## src/verilog/dma_blk_pkg.sv

```systemverilog
// Behaviour
// - Standby transfers only when run-in-standby set
// - Interrupt wakes device; events usable during sleep
// - Standby RAM access only with back-bias 0x0
// - Beat size 0/1/2 gives 8/16/32 bits
// - Action 0/1 disables after last block; 1 interrupts
// - Action 2 suspends; 3 suspends and interrupts
// - Event select: none, per block, per beat
// - Invalid descriptor fetched suspends the channel
// - Abort, error or completion clears write-back valid
// - Beat count at base+channel*0x10+0x02
// - Output event only with output enable set
// - Input events act only with input enable
package dma_blk_pkg;
   localparam int ADDR_W = 8;
   // Register indices; byte address is four times the index
   localparam logic [5:0] IDX_BLOCK_CONTROL = 6'h00;
   localparam logic [5:0] IDX_BEAT_COUNT = 6'h02;
   localparam logic [5:0] IDX_CHANNEL_CONTROL = 6'h04;
   localparam logic [5:0] IDX_STATUS = 6'h05;
   localparam logic [5:0] IDX_MASK = 6'h06;
   localparam logic [5:0] IDX_COMMAND = 6'h07;
   localparam logic [5:0] IDX_WB_BASE = 6'h08;
   localparam logic [5:0] IDX_BLOCK_BEAT_COUNT_ADDR = 6'h09;
   localparam logic [5:0] IDX_CHAN_STATE = 6'h0A;
   // Block control fields
   localparam int BCTRL_W = 11;
   localparam int VALID_BIT = 0;
   localparam int EVENT_OUTPUT_SELECT_LSB = 1;
   localparam int BLKACT_LSB = 3;
   localparam int BEATSZ_LSB = 8;
   localparam int LAST_BIT = 10;
   localparam logic [1:0] EVO_NONE = 2'h0;
   localparam logic [1:0] EVO_BLOCK = 2'h1;
   localparam logic [1:0] EVO_BEAT = 2'h3;
   localparam logic [1:0] SIZE_BYTE = 2'h0;
   localparam logic [1:0] SIZE_HALF = 2'h1;
   localparam logic [1:0] SIZE_WORD = 2'h2;
   localparam int ACT_IRQ_BIT = 0;
   localparam int ACT_SUSP_BIT = 1;
   // Channel control, command and status bits
   localparam int CTL_W = 3;
   localparam int RUN_IN_STANDBY_BIT = 0;
   localparam int EVENT_OUTPUT_ENABLE_BIT = 1;
   localparam int EVENT_INPUT_ENABLE_BIT = 2;
   localparam int CMD_START = 0;
   localparam int CMD_SUSPEND = 1;
   localparam int CMD_RESUME = 2;
   localparam int CMD_ABORT = 3;
   localparam int STAT_W = 3;
   localparam int ST_BLOCK = 0;
   localparam int ST_ERROR = 1;
   localparam int ST_SUSP = 2;
   localparam logic [1:0] BBIAS_OK = 2'h0;
   localparam logic [31:0] DESC_STRIDE = 32'h0000_0010;
   localparam logic [31:0] BLOCK_BEAT_COUNT_OFS = 32'h0000_0002;
   localparam logic [31:0] WB_BASE_RESET = 32'h0000_0000;
   localparam logic [1:0] RESP_OKAY = 2'h0;
   localparam logic [1:0] RESP_SLVERR = 2'h2;
   typedef enum logic [1:0] {
      CH_IDLE = 2'b00,
      CH_ACTIVE = 2'b01,
      CH_SUSP = 2'b10
   } chan_state_e;
endpackage
```

## src/verilog/dma_blk_ctrl.sv

```systemverilog
// Chosen here: the AXI4-Lite slave port.
`timescale 1ns/10ps
module dma_blk_ctrl #(
   parameter int CH_NUM = 0
) (
   input wire logic core_clk,
   input wire logic rstn,
   input wire logic ce,
   input wire logic [7:0] awaddr,
   input wire logic awvalid,
   output logic awready,
   input wire logic [31:0] wdata,
   input wire logic [3:0] wstrb,
   input wire logic wvalid,
   output logic wready,
   output logic [1:0] bresp,
   output logic bvalid,
   input wire logic bready,
   input wire logic [7:0] araddr,
   input wire logic arvalid,
   output logic arready,
   output logic [31:0] rdata,
   output logic [1:0] rresp,
   output logic rvalid,
   input wire logic rready,
   input wire logic standby_sleep,
   input wire logic [1:0] ram_back_bias,
   input wire logic beat_done,
   input wire logic bus_error,
   input wire logic ev_suspend,
   input wire logic ev_resume,
   output logic beat_req,
   output logic [1:0] beat_size,
   output logic chan_event,
   output logic irq,
   output logic ram_access_ok
);
   if (CH_NUM < 0 || CH_NUM > 15) begin : g_bad_ch
      $error("CH_NUM out of range");
   end

   typedef struct packed {
      dma_blk_pkg::chan_state_e state;
      logic [15:0] cnt;
      logic wb_valid;
      logic [dma_blk_pkg::BCTRL_W-1:0] bctrl;
      logic [15:0] block_beat_count;
      logic [dma_blk_pkg::CTL_W-1:0] chctl;
      logic [dma_blk_pkg::STAT_W-1:0] status;
      logic [dma_blk_pkg::STAT_W-1:0] mask;
      logic [31:0] wb_base;
      logic evo;
      logic bvalid;
      logic [1:0] bresp;
      logic rvalid;
      logic [1:0] rresp;
      logic [31:0] rdata;
   } regs_s;

   regs_s q;
   regs_s d;

   function automatic logic [31:0] merge(input logic [31:0] old,
      input logic [31:0] nw, input logic [3:0] be);
      logic [31:0] r;
      r = old;
      for (int i = 0; i < 4; i++) begin
         if (be[i]) begin
            r[8*i +: 8] = nw[8*i +: 8];
         end
      end
      return r;
   endfunction

   logic wr;
   logic rd;
   logic [5:0] widx;
   logic [5:0] ridx;
   logic [3:0] cmd;
   logic ev_susp_ok;
   logic ev_res_ok;
   logic ram_ok;
   logic can_run;
   logic beat_ok;
   logic blk_done;
   logic err_ev;
   logic fetch;
   logic [1:0] act;
   logic [1:0] event_output_select;
   logic [dma_blk_pkg::STAT_W-1:0] set_st;
   logic [31:0] block_beat_count_addr;
   logic [31:0] wm;

   localparam int BEATSZ_HI = dma_blk_pkg::BEATSZ_LSB + 1;
   localparam logic [31:0] DESC_OFS = 32'(CH_NUM) * dma_blk_pkg::DESC_STRIDE;

   assign wr = ce && awvalid && wvalid && !q.bvalid;
   assign rd = ce && arvalid && !q.rvalid;
   assign awready = wr;
   assign wready = wr;
   assign arready = rd;
   assign widx = awaddr[7:2];
   assign ridx = araddr[7:2];
   assign act = q.bctrl[dma_blk_pkg::BLKACT_LSB +: 2];
   assign event_output_select = q.bctrl[dma_blk_pkg::EVENT_OUTPUT_SELECT_LSB +: 2];
   assign block_beat_count_addr = q.wb_base + DESC_OFS + dma_blk_pkg::BLOCK_BEAT_COUNT_OFS;

   assign ev_susp_ok = ev_suspend && q.chctl[dma_blk_pkg::EVENT_INPUT_ENABLE_BIT];
   assign ev_res_ok = ev_resume && q.chctl[dma_blk_pkg::EVENT_INPUT_ENABLE_BIT];
   assign ram_ok = !standby_sleep
      || ram_back_bias == dma_blk_pkg::BBIAS_OK;
   assign can_run = q.state == dma_blk_pkg::CH_ACTIVE && ram_ok
      && (q.chctl[dma_blk_pkg::RUN_IN_STANDBY_BIT] || !standby_sleep);
   assign beat_ok = can_run && beat_done && q.cnt != 16'h0000;
   assign blk_done = can_run
      && (q.cnt == 16'h0000 || (beat_done && q.cnt == 16'h0001));
   assign err_ev = q.state == dma_blk_pkg::CH_ACTIVE && bus_error;

   always_comb begin
      d = q;
      fetch = 1'b0;
      set_st = '0;
      cmd = '0;
      wm = merge(32'h0000_0000, wdata, wstrb);
      if (wr && widx == dma_blk_pkg::IDX_COMMAND) begin
         cmd = wm[3:0];
      end
      // Beat and block progress
      if (beat_ok) begin
         d.cnt = q.cnt - 16'h0001;
      end
      d.evo = q.chctl[dma_blk_pkg::EVENT_OUTPUT_ENABLE_BIT]
         && ((event_output_select == dma_blk_pkg::EVO_BEAT && beat_ok)
         || (event_output_select == dma_blk_pkg::EVO_BLOCK && blk_done));
      if (blk_done) begin
         d.wb_valid = 1'b0;
         if (act[dma_blk_pkg::ACT_IRQ_BIT]) begin
            set_st[dma_blk_pkg::ST_BLOCK] = 1'b1;
         end
         if (act[dma_blk_pkg::ACT_SUSP_BIT]) begin
            d.state = dma_blk_pkg::CH_SUSP;
            set_st[dma_blk_pkg::ST_SUSP] = 1'b1;
         end else if (q.bctrl[dma_blk_pkg::LAST_BIT]) begin
            d.state = dma_blk_pkg::CH_IDLE;
         end else begin
            fetch = 1'b1;
         end
      end
      // Commands and enabled input events
      if (cmd[dma_blk_pkg::CMD_START]
         && q.state == dma_blk_pkg::CH_IDLE) begin
         fetch = 1'b1;
      end
      if ((cmd[dma_blk_pkg::CMD_SUSPEND] || ev_susp_ok)
         && q.state == dma_blk_pkg::CH_ACTIVE && !blk_done) begin
         d.state = dma_blk_pkg::CH_SUSP;
         set_st[dma_blk_pkg::ST_SUSP] = 1'b1;
      end
      if ((cmd[dma_blk_pkg::CMD_RESUME] || ev_res_ok)
         && q.state == dma_blk_pkg::CH_SUSP) begin
         if (q.wb_valid) begin
            d.state = dma_blk_pkg::CH_ACTIVE;
         end else begin
            fetch = 1'b1;
         end
      end
      if (fetch) begin
         d.cnt = q.block_beat_count;
         d.wb_valid = q.bctrl[dma_blk_pkg::VALID_BIT];
         if (!q.bctrl[dma_blk_pkg::VALID_BIT]) begin
            d.state = dma_blk_pkg::CH_SUSP;
            set_st[dma_blk_pkg::ST_SUSP] = 1'b1;
         end else if (q.bctrl[BEATSZ_HI:dma_blk_pkg::BEATSZ_LSB] == 2'h3) begin
            d.state = dma_blk_pkg::CH_IDLE;
            d.wb_valid = 1'b0;
            set_st[dma_blk_pkg::ST_ERROR] = 1'b1;
         end else begin
            d.state = dma_blk_pkg::CH_ACTIVE;
         end
      end
      if (err_ev || cmd[dma_blk_pkg::CMD_ABORT]) begin
         d.state = dma_blk_pkg::CH_IDLE;
         d.wb_valid = 1'b0;
         set_st[dma_blk_pkg::ST_ERROR] = err_ev;
         d.evo = 1'b0;
      end
      // Register writes
      if (wr) begin
         d.bvalid = 1'b1;
         d.bresp = dma_blk_pkg::RESP_OKAY;
         case (widx)
            dma_blk_pkg::IDX_BLOCK_CONTROL: begin
               wm = merge({21'h0, q.bctrl}, wdata, wstrb);
               d.bctrl = wm[dma_blk_pkg::BCTRL_W-1:0];
            end
            dma_blk_pkg::IDX_BEAT_COUNT: begin
               wm = merge({16'h0, q.block_beat_count}, wdata, wstrb);
               d.block_beat_count = wm[15:0];
            end
            dma_blk_pkg::IDX_CHANNEL_CONTROL: begin
               wm = merge({29'h0, q.chctl}, wdata, wstrb);
               d.chctl = wm[2:0];
            end
            dma_blk_pkg::IDX_MASK: begin
               wm = merge({29'h0, q.mask}, wdata, wstrb);
               d.mask = wm[2:0];
            end
            dma_blk_pkg::IDX_WB_BASE: begin
               d.wb_base = merge(q.wb_base, wdata, wstrb);
            end
            dma_blk_pkg::IDX_COMMAND, dma_blk_pkg::IDX_STATUS,
            dma_blk_pkg::IDX_BLOCK_BEAT_COUNT_ADDR, dma_blk_pkg::IDX_CHAN_STATE: begin
               d.bresp = dma_blk_pkg::RESP_OKAY;
            end
            default: begin
               d.bresp = dma_blk_pkg::RESP_SLVERR;
            end
         endcase
      end else if (q.bvalid && bready && ce) begin
         d.bvalid = 1'b0;
      end
      // Status flags: set wins over clear-on-read
      d.status = q.status | set_st;
      if (rd) begin
         d.rvalid = 1'b1;
         d.rresp = dma_blk_pkg::RESP_OKAY;
         case (ridx)
            dma_blk_pkg::IDX_BLOCK_CONTROL: d.rdata = {21'h0, q.bctrl};
            dma_blk_pkg::IDX_BEAT_COUNT: d.rdata = {16'h0, q.block_beat_count};
            dma_blk_pkg::IDX_CHANNEL_CONTROL: d.rdata = {29'h0, q.chctl};
            dma_blk_pkg::IDX_STATUS: begin
               d.rdata = {29'h0, q.status};
               d.status = set_st;
            end
            dma_blk_pkg::IDX_MASK: d.rdata = {29'h0, q.mask};
            dma_blk_pkg::IDX_COMMAND: d.rdata = 32'h0000_0000;
            dma_blk_pkg::IDX_WB_BASE: d.rdata = q.wb_base;
            dma_blk_pkg::IDX_BLOCK_BEAT_COUNT_ADDR: d.rdata = block_beat_count_addr;
            dma_blk_pkg::IDX_CHAN_STATE: begin
               d.rdata = {10'h000, q.cnt, 1'b0, ram_ok, q.wb_valid, 1'b0,
                  q.state};
            end
            default: begin
               d.rdata = 32'h0000_0000;
               d.rresp = dma_blk_pkg::RESP_SLVERR;
            end
         endcase
      end else if (q.rvalid && rready && ce) begin
         d.rvalid = 1'b0;
      end
   end

   always_ff @(posedge core_clk) begin
      if (!rstn) begin
         q <= '0;
      end else if (ce) begin
         q <= d;
      end
   end

   assign bvalid = q.bvalid;
   assign bresp = q.bresp;
   assign rvalid = q.rvalid;
   assign rresp = q.rresp;
   assign rdata = q.rdata;
   assign beat_req = can_run && q.cnt != 16'h0000;
   assign beat_size = q.bctrl[BEATSZ_HI:dma_blk_pkg::BEATSZ_LSB];
   assign chan_event = q.evo;
   assign irq = |(q.status & q.mask);
   assign ram_access_ok = ram_ok;
endmodule

```

## config.mk

```make
export PLATFORM = sky130hd
export DESIGN_NAME = dma_blk_ctrl
export DESIGN_NICKNAME = d
export VERILOG_FILES = /design/src/verilog/dma_blk_pkg.sv /design/src/verilog/dma_blk_ctrl.sv
export SDC_FILE = /design/constraint.sdc
export NUM_CORES = 1
export LEC_CHECK = 0
export ABC_CLOCK_PERIOD_IN_PS = 3880
export BUFFER_PORTS_ARGS = -buffer_cell sky130_fd_sc_hd__buf_2
export CAP_MARGIN = 15
export CORE_MARGIN = 4
export CORE_UTILIZATION = 60
export DETAILED_ROUTE_END_ITERATION = 16
export GPL_ROUTABILITY_DRIVEN = 0
export PLACE_DENSITY = 0.93
export SYNTH_ARGS = -nofsm -noshare
export SYNTH_HDL_FRONTEND = slang
export SYNTH_SLANG_ARGS = --single-unit
```

## constraint.sdc

```tcl
create_clock -name core_clk -period 3.88 [get_ports core_clk]
set_input_delay 0.388 -clock core_clk [delete_from_list [all_inputs] [get_ports core_clk]]
set_output_delay 0.388 -clock core_clk [all_outputs]
set_load 0.01 [all_outputs]
```

==> metrics.md <==
| Metric | Value |
|---|---|
| GRT Util Overall | `between 30 and 40%` |
| Placeable core region | `about 10,000 µm²` |
| DR iter-0 viols | `1,126` |
| Area share of the leading cell type in the synthesized netlist | `a little under two fifths` |
| Std cell rows | `37` |
| Master cell of the clock root buffer | `sky130_fd_sc_hd__clkbuf_8` |
| Port bufs | `about 110` |
| Tightest slew margin relative to the limit | `20.55%` |
| Number of register bits inferred by synthesis | `124` |
| Number of enable-type register cells in the synthesized netlist | `0` |
| Remaining Overflow, GRT | `0` |
| Number of distinct library cell variants in the gate-level netlist after synthesis | `70` |
| Classification of the worst setup path | `flop to flop` |
| F_max | `~0.35 GHz` |
| Routed wire length | `between 20,000 and 25,000 µm` |
| Number of antenna violations at the first check in global routing | `0` |
| Hold bufs inserted after CTS | `0` |
| Final HPWL from detailed placement | `around 14,000 µm` |
| Share of synthesized registers carrying an async set or reset | `0%` |
| Vias in the first global route | `6,125` |
| Total die area | `about 13,000 µm²` |
| Final antenna diode count | `0` |
| Worst path arrival time | `3290 ps` |
| CTS clock-pin slew for the worst setup and hold paths | `~60 ps` |
| Final hold violations | `0` |
| First-pass GRT wire length | `approximately 32,000 µm` |
| Critical Path Sink Type | `flop` |
| Largest net degree at the start of global routing | `56` |
| Clk Latency, worst-skew pair | `approximately 540 ps` |
| Final hold slack | `about 90 ps` |
| Starting Density | `62.31%` |
| Pins Over Slew Limit | `0` |
| CTS buffer count | `17` |
| Maxcap violations | `0` |
| Critical Path Start Type | `flop` |
| Post-CTS setup-driven buffer insertion count | `0` |
| Worst VDD drop | `roughly 0.3 mV` |
| Final sum of negative setup slack | `0 ps` |
| Detailed-route via count | `~6,800` |
| Class of the tightest hold or removal check | `input pin to flop` |
| Antenna Violating Nets Remaining | `0` |
| Quantity of gates resized following cts | `0` |
| Layout fillers | `764` |
| Primary FF master, synth | `sky130_fd_sc_hd__dfxtp_1` |
| Period utilization | `73.84%` |
| Top cells by instance count after synthesis | `sky130_fd_sc_hd__dfxtp_1 (124), sky130_fd_sc_hd__nand2_1 (121), sky130_fd_sc_hd__nor2_1 (60), sky130_fd_sc_hd__a21oi_1 (58), sky130_fd_sc_hd__o21ai_0 (42)` |
| Count of final setup violators | `0` |
| Crit-path max FO | `14` |
| Leakage power of the design | `2.894 nW` |
| Post-Syn Area per Cell | `8.078 µm²` |
| Run status | `complete, no violations` |
| Setup repair after global routing missed its margin | `no` |
| Warning count from the yosys run | `0` |
| Biggest area consumer among synthesized cells | `sky130_fd_sc_hd__dfxtp_1` |
| Cell Pwr Density | `slightly above 400 nW/µm²` |
| Die span in y | `about 110 µm` |
| Clock tree from TritonCTS | `done` |
| Layout cells sized above 1 | `18.34%` |
| Htree depth | `4` |
| Detailed-route wire length per cell | `a little over 20 µm` |
| Clock period minus final worst setup slack | `2865 ps` |
| Synth Instances | `roughly 800` |
| Ranking of synthesized cells by area | `sky130_fd_sc_hd__dfxtp_1 (38%), sky130_fd_sc_hd__nand2_1 (7.0%), sky130_fd_sc_hd__mux2i_1 (6.1%)` |
| Post-synthesis instance area | `6519 µm²` |
| Total area of sequential cells | `2482 µm²` |
| Per-cell via count in the routed design | `about 6.7` |
| Width of the die | `about 110 µm` |
| Most frequent cell after synthesis | `sky130_fd_sc_hd__dfxtp_1` |
| Clock skew after layout | `about 7.3 ps` |
| Required time reported for the critical path endpoint | `between 4000 and 5000 ps` |
| Multi-input combinational cell area | `between 3000 and 4000 µm²` |
| Total DRC errors in the routed layout | `0` |
| Slew of the pin with the lowest slew margin | `between 1000 and 1500 ps` |
| Area overhead of the layout relative to synthesis | `13.97%` |
| Count of boundary I/O pins | `~110` |
| Number of clock sinks seen by CTS | `about 120` |
| Sequential share of the synthesized area | `38.08%` |
| Count of TritonRoute iterations in the first routing pass | `7` |
| Clock Path Buffers | `2` |
| Final net count | `approximately 940` |
[critical path, stage by stage, from the launching register on]
cell and delay, ps:
sky130_fd_sc_hd__dfxtp_1 480, sky130_fd_sc_hd__inv_1 150, sky130_fd_sc_hd__ha_1 240, sky130_fd_sc_hd__a21oi_1 120, sky130_fd_sc_hd__a2111o_1 190, sky130_fd_sc_hd__nor4_4 50
sky130_fd_sc_hd__nor2_1 900, sky130_fd_sc_hd__mux2_1 390, sky130_fd_sc_hd__o221a_1 230
[area by class of cell]
| class | instances | share of cell area (%) |
|---|---|---|
| clock buffer | 22 | 6.231 |
| sequential | 124 | 33.41 |
| inverter | 16 | 0.8084 |
| multi-input combinational | 588 | 47.41 |
| tap | 136 | 2.290 |
| timing repair buffer | 118 | 8.319 |
| clock inverter | 10 | 1.532 |
[through the flow]
| step | util (%) | instance area (µm²) | cells | setup WS, ps | power [mW] |
|---|---|---|---|---|---|
| 2_1_floorplan | - | 6523 | 808 | 1518 | 1.409 |
| 3_3_place_gp | 65.50 | 6853 | 982 | 971.3 | 1.473 |
| 3_5_place_dp | 65.50 | 6853 | 982 | 929.8 | 1.476 |
| 4_1_cts | 71.01 | 7430 | 1014 | 1054 | 3.007 |
| 5_1_grt | 71.01 | 7430 | 1014 | 902.4 | 3.078 |
| 6_report | 71.01 | 7430 | 1014 | 1015 | 3.009 |
[path summary, 6_finish.rpt]
path | slack [ps] | endpoint | from | cells past startpoint
max | 1020 | q[109]$_SDFFE_PN0P_ | q[108]$_SDFFE_PN0P_ | 8
min | 90 | q[56]$_SDFFE_PN0P_ | wdata[17] | 3
max reg2reg | 1020 | q[109]$_SDFFE_PN0P_ | q[108]$_SDFFE_PN0P_ | 8
min reg2reg | 460 | rdata[26]$_SDFFE_PN0P_ | rdata[26]$_SDFFE_PN0P_ | 2
[layer usage]
layer	vias to the layer above	global-route usage (%)	routed length (µm)
met5	-	0	0
met4	0	14.90	937
met3	107	10.03	3077
met2	532	49.15	9199
met1	3108	42.18	7686
li1	3008	-	-
[cells in the final DEF (no fill, tap or decap), types with 9 or more instances in the layout]
| cell type | instances |
|---|---|
| sky130_fd_sc_hd__a31oi_1 | 13 |
| sky130_fd_sc_hd__xor2_1 | 20 |
| sky130_fd_sc_hd__a21oi_1 | 58 |
| sky130_fd_sc_hd__buf_4 | 11 |
| sky130_fd_sc_hd__o21ai_0 | 42 |
| sky130_fd_sc_hd__nor3_1 | 17 |
| sky130_fd_sc_hd__inv_1 | 14 |
| sky130_fd_sc_hd__dfxtp_1 | 124 |
| sky130_fd_sc_hd__nand3_1 | 36 |
| sky130_fd_sc_hd__nand4_1 | 19 |
| sky130_fd_sc_hd__clkbuf_16 | 16 |
| sky130_fd_sc_hd__buf_2 | 107 |
| sky130_fd_sc_hd__mux2i_1 | 40 |
| sky130_fd_sc_hd__nand2_1 | 121 |
| sky130_fd_sc_hd__a222oi_1 | 11 |
| sky130_fd_sc_hd__nor2_1 | 60 |
| sky130_fd_sc_hd__and2_1 | 9 |
| sky130_fd_sc_hd__xnor2_1 | 10 |
| sky130_fd_sc_hd__or3_1 | 9 |
| sky130_fd_sc_hd__a22oi_1 | 11 |
[state kept, by name (all words and copies together) (netlist names), 2 cells and up]
signal / count
beat_size: 2
event_output_select: 2
q: 81
act: 2
rdata: 32
[where the power goes]
part / internal (mW) / switching (mW)
Combinational: 0.0558 / 0.111
Sequential: 1.28 / 0.00511
Clock: 0.963 / 0.590
[cell families (layout without fill, tap and decap cells)]
kind of cell,Yosys count,count (layout),share of synthesized area [%]
flip-flops,124,124,38.08
adder cells (fa/ha/maj),4,4,0.7678
AO/OA/AOI/OAI,185,185,18.10
other,1,2,0.05753
XOR/XNOR,30,30,4.031
buffers and inverters,96,166,7.965
AND/OR/NAND/NOR,325,325,24.51
multiplexers,42,42,6.487
Power figures use the tool's default switching activity.
